File: src/include/sf_timing_pkg.sv
// Function
// - After distant seizure, hold transmit cut 625 ms after received tone stops.
// - At seizure, remove receive notch filter 50 ms after received tone stops.
// - Lead ground to battery stops tone and cuts transmit path for 125 ms.
// - Lead battery to ground at start-dial resumes tone, cut held 625 ms.
// - Incoming dial pulses cut path at once, held 625 ms after last transition.
// - Notch inserted 13 ms after first pulse, held max(50 ms after last, 225 ms).
// - Tone returning in talking inserts notch after 13 ms, path stays uncut.
// - Local disconnect resumes tone, precuts path, then holds it cut into idle.
// - Signaling lead passes a symmetrical delay; shorter glitches never reach tone.
// - Transmit dialing breaks (tone intervals) are stretched to at least 50 ms.
// - Tone intervals longer than 50 ms pass unchanged.
// - Winks and momentary changes are not disturbed; only breaks get stretched.
// - The symmetrical lead delay is about 20 ms.
// - Lead change cuts transmit path at once; tone change follows the delay.
// - A-side uses M as input and E as output; B-side swaps them.
package sf_timing_pkg;

	// ----------------------------------------------------------------
	// Time base
	// ----------------------------------------------------------------
	localparam int CLK_PERIOD_NS = 10;
	localparam int NS_PER_MS     = 1000000;
	localparam int CYCLES_PER_MS = NS_PER_MS / CLK_PERIOD_NS;

	// ----------------------------------------------------------------
	// Timer width in bits, then interval lengths in milliseconds (nominal centre of tolerance)
	// ----------------------------------------------------------------
	localparam int          TIMER_W           = 10;
	localparam logic [9:0]  SEIZE_CUT_MS      = 10'd625;
	localparam logic [9:0]  NOTCH_REMOVE_MS   = 10'd50;
	localparam logic [9:0]  ANSWER_CUT_MS     = 10'd125;
	localparam logic [9:0]  START_DIAL_CUT_MS = 10'd625;
	localparam logic [9:0]  DIAL_CUT_MS       = 10'd625;
	localparam logic [9:0]  NOTCH_INSERT_MS   = 10'd13;
	localparam logic [9:0]  NOTCH_MIN_MS      = 10'd225;
	localparam logic [9:0]  LEAD_DELAY_MS     = 10'd20;
	localparam logic [9:0]  MIN_BREAK_MS      = 10'd50;

	// ----------------------------------------------------------------
	// Call progress as seen by the timing logic
	// ----------------------------------------------------------------
	typedef enum logic [1:0] {
		ST_IDLE,
		ST_SEIZE,
		ST_DIAL,
		ST_TALK
	} call_state_t;

endpackage : sf_timing_pkg

File: src/sf_break_stretch.sv
`timescale 1ns/1ns
// Minimum-break corrector on the transmitted tone
module sf_break_stretch #(
	parameter int         W      = 10,
	parameter logic [9:0] MIN_MS = sf_timing_pkg::MIN_BREAK_MS
) (
	input  wire logic i_sys_clk,
	input  wire logic i_rst_b,
	input  wire logic i_ms_tick,
	input  wire logic i_tone_req,
	output logic      o_tone
);

	logic [W-1:0] cnt;
	logic [W-1:0] next_cnt;
	logic         next_tone;

	// ----------------------------------------------------------------
	// Stretch only tone intervals; tone-off winks pass untouched
	// ----------------------------------------------------------------
	always_comb begin
		next_cnt  = cnt;
		next_tone = o_tone;
		if (!o_tone && i_tone_req) begin
			next_tone = 1'b1;
			next_cnt  = W'(MIN_MS);
		end else if (o_tone) begin
			if (i_ms_tick && cnt != '0) begin
				next_cnt = cnt - W'(1);
			end
			// Long intervals end with the request itself
			if (!i_tone_req && cnt == '0) begin
				next_tone = 1'b0;
			end
		end
	end

	always_ff @(posedge i_sys_clk or negedge i_rst_b) begin
		if (!i_rst_b) begin
			cnt    <= '0;
			o_tone <= 1'b1;
		end else begin
			cnt    <= next_cnt;
			o_tone <= next_tone;
		end
	end

endmodule : sf_break_stretch

File: src/sf_lead_delay.sv
`timescale 1ns/1ns
// Symmetrical delay: output follows input only after input is stable
module sf_lead_delay #(
	parameter int         W        = 10,
	parameter logic [9:0] DELAY_MS = sf_timing_pkg::LEAD_DELAY_MS
) (
	input  wire logic i_sys_clk,
	input  wire logic i_rst_b,
	input  wire logic i_ms_tick,
	input  wire logic i_lead,
	output logic      o_lead
);

	logic [W-1:0] cnt;
	logic [W-1:0] next_cnt;
	logic         next_lead;

	// ----------------------------------------------------------------
	// Stability counter
	// ----------------------------------------------------------------
	// A change must persist the whole delay, so glitches are swallowed
	always_comb begin
		next_cnt  = cnt;
		next_lead = o_lead;
		if (i_lead == o_lead) begin
			next_cnt = '0;
		end else if (i_ms_tick) begin
			if (cnt == W'(DELAY_MS - 10'd1)) begin
				next_cnt  = '0;
				next_lead = i_lead;
			end else begin
				next_cnt = cnt + W'(1);
			end
		end
	end

	always_ff @(posedge i_sys_clk or negedge i_rst_b) begin
		if (!i_rst_b) begin
			cnt    <= '0;
			o_lead <= 1'b0;
		end else begin
			cnt    <= next_cnt;
			o_lead <= next_lead;
		end
	end

endmodule : sf_lead_delay

File: src/sf_supervision_timing.sv
`timescale 1ns/1ns
// Transmit-cut and receive notch timing for distant-originated calls
module sf_supervision_timing #(
	parameter int TICK_CYCLES = sf_timing_pkg::CYCLES_PER_MS
) (
	input  wire logic i_sys_clk,
	input  wire logic i_rst_b,
	input  wire logic i_side_b,
	input  wire logic i_m_lead,
	input  wire logic i_e_lead,
	input  wire logic i_tone_rx,
	output logic      o_tone_tx,
	output logic      o_xmt_cut,
	output logic      o_receive_notch_filter,
	output logic      o_e_lead,
	output logic      o_m_lead
);

	localparam int TW     = sf_timing_pkg::TIMER_W;
	localparam int TICK_W = (TICK_CYCLES > 1) ? $clog2(TICK_CYCLES) : 1;

	// ----------------------------------------------------------------
	// Helpers
	// ----------------------------------------------------------------
	// Count a timer down by one on each millisecond tick
	function automatic logic [TW-1:0] tick_down(input logic [TW-1:0] v, input logic t);
		if (t && v != '0) begin
			return v - TW'(1);
		end
		return v;
	endfunction : tick_down

	// Longer of a running timer and a new load, so no cut is shortened
	function automatic logic [TW-1:0] longer(input logic [TW-1:0] a, input logic [TW-1:0] b);
		return (a > b) ? a : b;
	endfunction : longer

	// ----------------------------------------------------------------
	// Millisecond time base
	// ----------------------------------------------------------------
	logic [TICK_W-1:0] tick_cnt;
	logic [TICK_W-1:0] next_tick_cnt;
	logic              ms_tick;

	// Free-running, so every timed interval shares one reference
	always_comb begin
		ms_tick       = (tick_cnt == TICK_W'(TICK_CYCLES - 1));
		next_tick_cnt = ms_tick ? '0 : tick_cnt + TICK_W'(1);
	end

	always_ff @(posedge i_sys_clk or negedge i_rst_b) begin
		if (!i_rst_b) begin
			tick_cnt <= '0;
		end else begin
			tick_cnt <= next_tick_cnt;
		end
	end

	// ----------------------------------------------------------------
	// Lead selection and edge detection
	// ----------------------------------------------------------------
	logic lead_in;
	logic lead_q;
	logic tone_q;
	logic lead_rise;
	logic lead_fall;
	logic tone_rise;
	logic tone_fall;
	logic lead_dly;
	logic tone_gate;

	// A-side takes the M lead, B-side the E lead; high means battery
	always_comb begin
		lead_in   = i_side_b ? i_e_lead : i_m_lead;
		lead_rise = lead_in & ~lead_q;
		lead_fall = ~lead_in & lead_q;
		tone_rise = i_tone_rx & ~tone_q;
		tone_fall = ~i_tone_rx & tone_q;
	end

	always_ff @(posedge i_sys_clk or negedge i_rst_b) begin
		if (!i_rst_b) begin
			lead_q <= 1'b0;
			tone_q <= 1'b1;
		end else begin
			lead_q <= lead_in;
			tone_q <= i_tone_rx;
		end
	end

	// ----------------------------------------------------------------
	// Tone transmit path: delay then minimum-break correction
	// ----------------------------------------------------------------
	// The delay gives the cut below its head start over the tone change
	sf_lead_delay #(
		.W        (TW),
		.DELAY_MS (sf_timing_pkg::LEAD_DELAY_MS)
	) u_lead_delay (
		.i_sys_clk (i_sys_clk),
		.i_rst_b   (i_rst_b),
		.i_ms_tick (ms_tick),
		.i_lead    (lead_in),
		.o_lead    (lead_dly)
	);

	sf_break_stretch #(
		.W      (TW),
		.MIN_MS (sf_timing_pkg::MIN_BREAK_MS)
	) u_break_stretch (
		.i_sys_clk  (i_sys_clk),
		.i_rst_b    (i_rst_b),
		.i_ms_tick  (ms_tick),
		.i_tone_req (~lead_dly),
		.o_tone     (tone_gate)
	);

	// ----------------------------------------------------------------
	// Precut on every lead change
	// ----------------------------------------------------------------
	logic precut;
	logic next_precut;

	// Any lead edge cuts the path until the delayed lead has caught up,
	// so states whose own timers leave the path open still get a precut;
	// a glitch that dies inside the delay lets the precut go again at once
	always_comb begin
		next_precut = precut;
		if (lead_rise || lead_fall) begin
			next_precut = 1'b1;
		end else if (lead_dly == lead_in) begin
			next_precut = 1'b0;
		end
	end

	// Reset leaves no precut pending; idle already holds the path cut
	always_ff @(posedge i_sys_clk or negedge i_rst_b) begin
		if (!i_rst_b) begin
			precut <= 1'b0;
		end else begin
			precut <= next_precut;
		end
	end

	// ----------------------------------------------------------------
	// Call state and timers
	// ----------------------------------------------------------------
	sf_timing_pkg::call_state_t state;
	sf_timing_pkg::call_state_t next_state;
	logic [TW-1:0] cut_cnt;
	logic [TW-1:0] next_cut_cnt;
	logic [TW-1:0] ins_cnt;
	logic [TW-1:0] next_ins_cnt;
	logic [TW-1:0] rm_cnt;
	logic [TW-1:0] next_rm_cnt;
	logic [TW-1:0] min_cnt;
	logic [TW-1:0] next_min_cnt;
	logic          rm_pend;
	logic          next_rm_pend;
	logic          cut_hold;
	logic          next_cut_hold;
	logic          notch;
	logic          next_notch;

	// Edges on the received tone and the raw lead drive every interval
	always_comb begin
		next_state    = state;
		next_cut_cnt  = tick_down(cut_cnt, ms_tick);
		next_ins_cnt  = tick_down(ins_cnt, ms_tick);
		next_rm_cnt   = tick_down(rm_cnt, ms_tick);
		next_min_cnt  = tick_down(min_cnt, ms_tick);
		next_rm_pend  = rm_pend;
		next_cut_hold = cut_hold;
		next_notch    = notch;
		case (state)
			sf_timing_pkg::ST_IDLE: begin
				if (tone_fall) begin
					// Distant seizure
					next_state    = sf_timing_pkg::ST_SEIZE;
					next_cut_hold = 1'b0;
					next_cut_cnt  = sf_timing_pkg::SEIZE_CUT_MS;
					next_rm_cnt   = sf_timing_pkg::NOTCH_REMOVE_MS;
					next_rm_pend  = 1'b1;
					next_ins_cnt  = '0;
				end else if (tone_rise) begin
					// Far end goes on-hook after a local disconnect
					next_ins_cnt = sf_timing_pkg::NOTCH_INSERT_MS;
					next_rm_pend = 1'b0;
				end
			end
			sf_timing_pkg::ST_SEIZE: begin
				if (tone_rise) begin
					// First incoming dial pulse: cut at once
					next_state   = sf_timing_pkg::ST_DIAL;
					next_cut_cnt = sf_timing_pkg::DIAL_CUT_MS;
					next_ins_cnt = sf_timing_pkg::NOTCH_INSERT_MS;
					next_min_cnt = sf_timing_pkg::NOTCH_MIN_MS;
					next_rm_pend = 1'b0;
				end else if (lead_rise) begin
					// Delay-dial wink begins
					next_cut_cnt = longer(next_cut_cnt, sf_timing_pkg::ANSWER_CUT_MS);
				end else if (lead_fall) begin
					// Start-dial: tone resumes after the lead delay
					next_cut_cnt = longer(next_cut_cnt,
						sf_timing_pkg::START_DIAL_CUT_MS);
				end
			end
			sf_timing_pkg::ST_DIAL: begin
				if (tone_rise || tone_fall) begin
					// Every break or make restarts the quiet period
					next_cut_cnt = sf_timing_pkg::DIAL_CUT_MS;
				end
				if (tone_rise) begin
					next_rm_pend = 1'b0;
				end else if (tone_fall) begin
					next_rm_cnt  = sf_timing_pkg::NOTCH_REMOVE_MS;
					next_rm_pend = 1'b1;
				end
				if (lead_rise) begin
					// Answer from the local end
					next_state   = sf_timing_pkg::ST_TALK;
					next_cut_cnt = longer(next_cut_cnt, sf_timing_pkg::ANSWER_CUT_MS);
				end
			end
			sf_timing_pkg::ST_TALK: begin
				if (tone_rise) begin
					// Distant disconnect: filter only, path left as is
					next_ins_cnt = sf_timing_pkg::NOTCH_INSERT_MS;
					next_rm_pend = 1'b0;
				end else if (tone_fall) begin
					next_rm_cnt  = sf_timing_pkg::NOTCH_REMOVE_MS;
					next_rm_pend = 1'b1;
				end
				if (lead_fall) begin
					// Local disconnect: cut now, tone follows the delay
					next_state    = sf_timing_pkg::ST_IDLE;
					next_cut_hold = 1'b1;
				end
			end
			default: begin
				next_state    = sf_timing_pkg::ST_IDLE;
				next_cut_hold = 1'b1;
			end
		endcase
		// Filter insertion and removal; nothing moves without a pending timer
		if (ins_cnt == TW'(1) && ms_tick) begin
			next_notch = 1'b1;
		end else if (rm_pend && rm_cnt == '0 && min_cnt == '0 && !i_tone_rx) begin
			next_notch   = 1'b0;
			next_rm_pend = 1'b0;
		end
	end

	always_ff @(posedge i_sys_clk or negedge i_rst_b) begin
		if (!i_rst_b) begin
			state    <= sf_timing_pkg::ST_IDLE;
			cut_cnt  <= '0;
			ins_cnt  <= '0;
			rm_cnt   <= '0;
			min_cnt  <= '0;
			rm_pend  <= 1'b0;
			cut_hold <= 1'b1;
			notch    <= 1'b1;
		end else begin
			state    <= next_state;
			cut_cnt  <= next_cut_cnt;
			ins_cnt  <= next_ins_cnt;
			rm_cnt   <= next_rm_cnt;
			min_cnt  <= next_min_cnt;
			rm_pend  <= next_rm_pend;
			cut_hold <= next_cut_hold;
			notch    <= next_notch;
		end
	end

	// ----------------------------------------------------------------
	// Registered outputs
	// ----------------------------------------------------------------
	logic next_xmt_cut;
	logic next_out_busy;

	// Output lead signals busy while the distant end holds tone off
	always_comb begin
		next_xmt_cut  = next_cut_hold || (next_cut_cnt != '0) || next_precut;
		next_out_busy = ~i_tone_rx;
	end

	always_ff @(posedge i_sys_clk or negedge i_rst_b) begin
		if (!i_rst_b) begin
			o_xmt_cut              <= 1'b1;
			o_receive_notch_filter <= 1'b1;
			o_tone_tx              <= 1'b1;
			o_e_lead               <= 1'b0;
			o_m_lead               <= 1'b0;
		end else begin
			o_xmt_cut              <= next_xmt_cut;
			o_receive_notch_filter <= next_notch;
			o_tone_tx              <= tone_gate;
			o_e_lead               <= ~i_side_b & next_out_busy;
			o_m_lead               <= i_side_b & next_out_busy;
		end
	end

endmodule : sf_supervision_timing
File: config.mk
export PLATFORM = sky130hd
export DESIGN_NAME = sf_supervision_timing
export DESIGN_NICKNAME = d
export VERILOG_FILES = /design/src/include/sf_timing_pkg.sv /design/src/sf_break_stretch.sv /design/src/sf_lead_delay.sv /design/src/sf_supervision_timing.sv
export SDC_FILE = /design/constraint.sdc
export NUM_CORES = 1
export LEC_CHECK = 0
export BUFFER_PORTS_ARGS = -buffer_cell sky130_fd_sc_hd__buf_4
export CAP_MARGIN = 20
export CORE_MARGIN = 1
export CORE_UTILIZATION = 55
export CTS_BUF_LIST = sky130_fd_sc_hd__clkbuf_8
export CTS_CLUSTER_DIAMETER = 50
export DETAILED_ROUTE_END_ITERATION = 10
export HOLD_SLACK_MARGIN = 0.12
export PLACE_DENSITY = 0.79
export SLEW_MARGIN = 40
export SYNTH_ARGS = -nofsm -noshare
export SYNTH_HDL_FRONTEND = slang
export SYNTH_HIERARCHICAL = 1
export SYNTH_SLANG_ARGS = --single-unit
File: constraint.sdc
create_clock -name i_sys_clk -period 8.4 [get_ports i_sys_clk]
set_clock_uncertainty 0.15 [all_clocks]
set_input_delay 0.84 -clock i_sys_clk [delete_from_list [all_inputs] [get_ports i_sys_clk]]
set_output_delay 0.84 -clock i_sys_clk [all_outputs]
set_load 0.03 [all_outputs]
==> results of run 1 <==
[area by class of cell]
class,count,area (um2),area share (%)
flip-flops and latches,91,2280,39.9
multi-input cells,430,2850,49.7
clock buffers,9,124,2.16
inverters,28,105,1.84
well taps,129,161,2.82
clock inverters,7,116,2.03
repair buffers,11,86.3,1.51
[cells in the final DEF, fill, tap and decap left out, types with 3 or more instances in the layout]
| cell | n |
|---|---|
| a211oi_1 | 6 |
| a21oi_1 | 33 |
| a22oi_1 | 3 |
| a31oi_1 | 3 |
| and2_1 | 8 |
| and3_1 | 6 |
| and4_1 | 4 |
| buf_4 | 10 |
| bufinv_16 | 3 |
| clkbuf_8 | 9 |
| dfrtp_1 | 85 |
| dfstp_2 | 6 |
| ha_1 | 17 |
| inv_1 | 28 |
| mux2i_1 | 8 |
| nand2_1 | 42 |
| nand2b_1 | 14 |
| nand3_1 | 20 |
| nand3b_1 | 6 |
| nand4_1 | 8 |
| nor2_1 | 63 |
| nor2b_1 | 4 |
| nor3_1 | 19 |
| nor4_1 | 7 |
| nor4b_1 | 3 |
| o2111ai_1 | 5 |
| o211ai_1 | 4 |
| o21ai_0 | 27 |
| o31ai_1 | 4 |
| or3_1 | 14 |
| or4_1 | 8 |
| xnor2_1 | 22 |
| xor2_1 | 25 |
[flip-flops by register name, indices dropped and copies added, names as in the netlist, 2 cells and up]
signal and cells:
cut_cnt 10, ins_cnt 10, min_cnt 10, rm_cnt 10, state 2, tick_cnt 17
u_break_stretch/cnt 10, u_lead_delay/cnt 10
[worst min-delay path by stage]
stage                                          start                     end  slack, ns  cells after the start
floorplan           u_break_stretch/o_tone$_DFF_PN1_     o_tone_tx$_DFF_PN1_       0.24                      0
global placement    u_break_stretch/o_tone$_DFF_PN1_     o_tone_tx$_DFF_PN1_       0.27                      0
detailed placement  u_break_stretch/o_tone$_DFF_PN1_     o_tone_tx$_DFF_PN1_       0.27                      0
CTS                                          i_rst_b  tick_cnt[14]$_DFF_PN0_       0.17                      1
global route                                 i_rst_b  tick_cnt[14]$_DFF_PN0_       0.16                      1
finish                                       i_rst_b  tick_cnt[14]$_DFF_PN0_       0.17                      1
[layer usage]
layer	vias up	routed length, um
met1	2048	4920
met4	0	96
met3	11	445
li1	2036	-
met5	-	0
met2	97	5280
[power groups by stage]
stage	clock network, mW	logic [mW]	registers (mW)
after floorplan	0	0.375	0.540
after global placement	0	0.447	0.557
after detailed placement	0	0.458	0.559
after CTS	0.362	0.462	0.552
after global routing	0.379	0.531	0.562
final	0.352	0.468	0.554
[stage by stage]
| stage | instance area, um2 | std cells | util [%] | hold WS (ns) |
|---|---|---|---|---|
| floorplan | 5320 | 565 | - | 0.244 |
| global placement | 5470 | 689 | 58.7 | 0.266 |
| detailed placement | 5480 | 689 | 58.7 | 0.266 |
| CTS | 5720 | 705 | 61.3 | 0.166 |
| global route | 5720 | 705 | 61.4 | 0.165 |
| finish | 5720 | 705 | 61.4 | 0.172 |
[cell families after synthesis]
family          count (synthesis)  synth area share [%]
simple gates                  246                  25.9
compound gates                108                  13.4
fa+ha+maj                      17                  4.00
xor+xnor                       48                  7.90
buf+inv                        44                  3.76
mux                            11                  2.14
flops                          91                  42.9
[worst register-to-register path: stages (launching register included)]
cell,delay (ns)
dfrtp_1,0.39
ha_1,0.24
and4_1,0.34
nand4_4,0.20
inv_2,0.53
nand2_1,0.17
a31o_1,0.28
a2111oi_4,0.53
a32o_1,0.25
o2111ai_1,0.11
a2111o_1,0.44
or4b_1,0.46
==> impl_results.md, run 1 <==
- Status: completed
- Reg2reg setup slack: 4.21 ns
- Post-CTS Hold Buffers: 0
- DR vias: 4192
- Internal Dissipation: about 0.87 mW
- Flop pwr share: 40.3%
- Area leader, netlist: dfrtp_1
- Critical path class: reg -> reg
- Syn nets: 588
- Die H: 100 um
- Final setup fails: 0
- Post-synth top cells: dfrtp_1, nor2_1, nand2_1
- Busiest grt layer: met2
- Combinational share of power: 34.0%
- Synthesis-to-layout area growth: 7.52%
- Final WS setup: 4.21 ns
- Cell Pwr Density: 240 nW/um2
- Worst path depth: 11
- Met1 Track Usage GR: 30.7%
- Worst Hold Class: in -> async
- GPL Wtd Cong: 0.879
- DR DRC count: 0
- Die footprint: 10100 um2
- # fillers: between 700 and 800
- Global-route wire length before repair: 18500 um
- DR WL/cell: 15.2 um
- Crit-path max cell delay: 0.53 ns
- Slew Viols, Final: 0
- Post-DP HPWL: 7670 um
- Synth async-reset ratio: 100%
- Most common cell in the netlist: dfrtp_1
- Crit. End Element: flip-flop
- Crit share post-route: 49.9%
- Post-synth EDFFs: 0
- Grt ovf: 0
- Share of the synthesized area in the top cell type: approximately two fifths
- Post-DRT Antenna Nets: 0
- Post-Syn Area: 5320 um2
- Critical Path Source Type: flip-flop
- Worst-Skew Late Latency: 0.36 ns
- Clk sink count: 91
- CTS Buf Count: 9
- Crit path cell chain: ha_1 -> and4_1 -> nand4_4 -> inv_2 -> nand2_1 -> a31o_1 -> a2111oi_4 -> a32o_1 -> o2111ai_1 -> a2111o_1 -> or4b_1
- Final nets: 594
- Share of layout cells above drive strength 1: 9.72%
- Crit Reg-Reg Startpoint: tick_cnt[0]$_DFF_PN0_
- Worst path required time: 8.52 ns
- NetSw: about 0.50 mW
- Max-Cap Viols: 0
- Power share of the clock group: 25.7%
- CP top delay family: compound AO/OA/AOI/OAI gates
- Crit path capture: o_xmt_cut$_DFF_PN1_
- I/O Buffers: 10
- Synth unique cells: 71
- Synth Flop Type: dfrtp_1
- Switching share of power: 36.6%
- Fin crit period: 4.19 ns
- Fmax: between 200 and 250 MHz
- Total power: 1.37 mW
- CTS root buffer: clkbuf_8
- Met3 Use GR: 4.94%
- Gr usage total: approximately 23%
- Total negative slack: 0 ns
- Die width: approximately 100 um
- Rows: 35
- Sequential cell area fraction in the yosys report: 42.9%
- Average size of a mapped cell: 9.42 um2
- Starting Density: 57.1%
- Wirelength, routed: 10700 um
- Resized cells post-CTS: 0
- Hold violation count in the final report: 0
- CTS tree: built
- Core Box Area: roughly 9300 um2
- Top Ports: 11
- Max_slew headroom: 55.3%
- Cells on worst reg2reg path: 11
- Crit Path Max Fanout: 35
- Clock transition at path regs: 0.09 ns
- 1st-iter DRT viols: ~270
- Worst flop-to-flop path endpoint: o_xmt_cut$_DFF_PN1_
- Slew @ Worst Pin: 0.670 ns
- Vias per cell: 5.95
- LEAKAGE: around 2.4 nW
- Detailed Routing Iterations Pass 1: 5
- Post-synthesis cell count: 565
- Worst path slowest cell: a2111oi_4
- N_diodes: 0
- DP Worst Slack: 4.24 ns
- Unrepaired setup endpoints after global routing: false
- Largest net degree at the start of global routing: 76
- Vias in the first global route: 4003
- CP Launch Point: tick_cnt[0]$_DFF_PN0_
- Crit path DAT: 4.31 ns
- Bufs and invs on worst path: 1
- Flops & latches, synth: between 90 and 100
- Peak VDD IR: approximately 160 uV
- Post-CTS Setup Inserts: 0
- Clock Path Buffers: 2
- YS warnings: 6
- Initial antenna violation count: 0
- Synth top area cells: dfrtp_1, nor2_1, xor2_1, ha_1, xnor2_1
- GRT met2 Usage: a little under two fifths
- Htree depth: 3
Note: power is estimated with default switching activity, not from simulation.
==> run 2: changes to the inputs <==
Settings changed: ABC_AREA set to 1.
Clock period 8.4 ns to 4.33 ns, I/O delays scaled along.
==> run 2 against run 1 <==
Compared with the run above:
- sequential share of layout area down 3.8 points
- wire length up 14%
- non-clock buffer count up 4
- first-iteration DRC count down 1.1%
- global-route usage up 0.48 points
- critical path type is now in -> reg
- critical endpoint unchanged
==> impl_results.md, run 2 <==
- Total power: 2.59 mW
- Final WS setup: 1.39 ns
- Global-route wire length before repair: 21100 um
- I/O Buffers: 10
- Rows: 37
- DR WL/cell: ~12 um
- Detailed Routing Iterations Pass 1: 5
- Post-synthesis cell count: 823
- Post-synth EDFFs: 0
- CTS Buf Count: 9
- DP Worst Slack: 1.51 ns
- Clk sink count: 91
- Max-Cap Viols: 0
- YS warnings: 6
- Initial antenna violation count: 0
- Unrepaired setup endpoints after global routing: false
- Area leader, netlist: dfrtp_1
- Clock transition at path regs: around 0.1 ns
- Hold violation count in the final report: 0
- Crit path DAT: 3.11 ns
- Slew @ Worst Pin: roughly 0.74 ns
- 1st-iter DRT viols: 265
- Top layer in use: met4
- Sequential cell area fraction in the yosys report: 38.7%
- Critical Path Source Type: input port
- Clock Path Buffers: 2
- Worst Hold Class: reg -> reg
- Synth top area cells: dfrtp_1, nand2_1, inv_1, nor2_1, nand3_1
- Share of layout cells above drive strength 1: 12.0%
- Gr usage total: 23.5%
- Final setup fails: 0
- Synth unique cells: 46
- Total negative slack: 0 ns
- Fin crit period: 2.94 ns
- Layout Utilization: 60.9%
- Largest register FFs: 17
- Crit share post-route: 67.9%
- Vias per cell: 5.17
- N_diodes: 0
- Synth Flop Type: dfrtp_1
- Commonest non-fill, non-tap cell in the layout: nand2_1
- CTS tree: built
- Post-Syn Area: 5910 um2
- Post-DP HPWL: 9030 um
- Biggest register: tick_cnt
- Crit. End Element: flip-flop
- Average size of a mapped cell: ~7 um2
- Flops & latches, synth: between 90 and 100
- Synth async-reset ratio: between 90% and 100%
- Syn nets: approximately 850
- Slew Viols, Final: 0
- Metal1 wirelength: 6000 um
- Synthesis-to-layout area growth: 6.92%
- Starting Density: 57.0%
- Area occupied by multi-input gates: 3010 um2
- Critical path class: in -> reg
- Grt ovf: 0
- Htree depth: 3
- Most common cell in the netlist: nand2_1
- Peak VDD IR: 338 uV
- Status: completed
- GPL Wtd Cong: between 0.8 and 0.9
- Worst-Skew Late Latency: 0.38 ns
- DR vias: 5085
- Final nets: roughly 870
- Die H: between 100 and 150 um
- Share of the synthesized area in the top cell type: 36.0%
- Cell Pwr Density: 409 nW/um2
- Vias in the first global route: just under 5000
- Fmax: 340 MHz
- Area taken by flip-flops and latches: 2280 um2
- Worst path required time: 4.50 ns
- Top Ports: 11
- Die width: 106 um
- Die footprint: 11200 um2
- Met2 wire length: 5580 um
- Crit Path Max Fanout: 7
- LEAKAGE: approximately 3.2 nW
- WHS: 0.277 ns
- # fillers: roughly 960
- Wirelength, routed: 12200 um
- DR DRC count: 0
- Routed met3 length: 433 um
- CTS root buffer: clkbuf_8
- Post-synth top cells: nand2_1, inv_1, nor2_1
- Commonest cells after routing, fill and taps aside: nand2_1, inv_1, nor2_1
- Post-CTS Setup Inserts: 0
- Largest net degree at the start of global routing: 64
- Core Box Area: 10400 um2
- Post-DRT Antenna Nets: 0
- Max_slew headroom: 50.1%
## run 2: worst paths after layout
path                                             startpoint                                 end  slack (ns)  cells after the start
max in group asynchronous                           i_rst_b  o_receive_notch_filter$_DFFE_PN1P_        2.74                      3
hold reg to reg            u_break_stretch/o_tone$_DFF_PN1_                 o_tone_tx$_DFF_PN1_        0.28                      0
min in group asynchronous                           i_rst_b  u_break_stretch/cnt[7]$_DFFE_PN0P_        0.44                      2
setup reg to reg                      tick_cnt[0]$_DFF_PN0_                 o_xmt_cut$_DFF_PN1_        1.46                     18
setup / recovery                                   i_side_b                 o_xmt_cut$_DFF_PN1_        1.39                     15
hold / removal             u_break_stretch/o_tone$_DFF_PN1_                 o_tone_tx$_DFF_PN1_        0.28                      0
## run 2: logic make-up after synthesis
kind of cell | synth area share [%]
DFF | 38.7
buffers and inverters | 10.3
adders and majority gates | 3.60
xor gates and xnor gates | 2.82
AOI/OAI and AO/OA | 10.3
and+or+nand+nor | 34.3
## run 2: critical path: stages
cell and delay (ns):
dlygate4sd3_1 0.54, buf_4 0.14, inv_1 0.05, or2_2 0.09, o21ai_0 0.19, inv_1 0.21
ha_1 0.28, inv_1 0.13, nor3_2 0.21, nand3_2 0.17, nand3b_1 0.24, o211ai_1 0.13
nand2_1 0.12, nor2_1 0.11, nand2_1 0.07
## run 2: power breakdown
group          internal [mW]  total, mW  leakage, nW  switching [mW]
Combinational          0.317       1.02         1.92           0.699
Sequential             0.940       1.01         1.18          0.0743
Clock                  0.219      0.555       0.0925           0.337
## run 2: area by class of cell
| type | instances | share of cell area [%] |
|---|---|---|
| multi-input cells | 581 | 47.7 |
| flip-flops and latches | 91 | 36.2 |
| inverters | 144 | 8.55 |
| well taps | 136 | 2.69 |
| repair buffers | 15 | 2.00 |
| clock buffers | 9 | 1.96 |
| clock inverters | 7 | 0.931 |
## run 2: per-layer routing
layer / vias up / GRT usage (%)
li1: 2635 / -
met4: 0 / 7.44
met3: 19 / 3.46
met5: - / 0
met2: 100 / 38.6
met1: 2331 / 31.9
## run 2: through the flow
step | cells | area, um2
2_1_floorplan | 823 | 5910
3_3_place_gp | 963 | 6090
3_5_place_dp | 963 | 6090
4_1_cts | 983 | 6310
5_1_grt | 983 | 6320
6_report | 983 | 6320
## run 2: repair_timing
item / 4_1_cts / 5_1_grt
hold buffers: 4 / 0
hold endpoints to repair: 63 / 0
resized for setup: 0 / 0
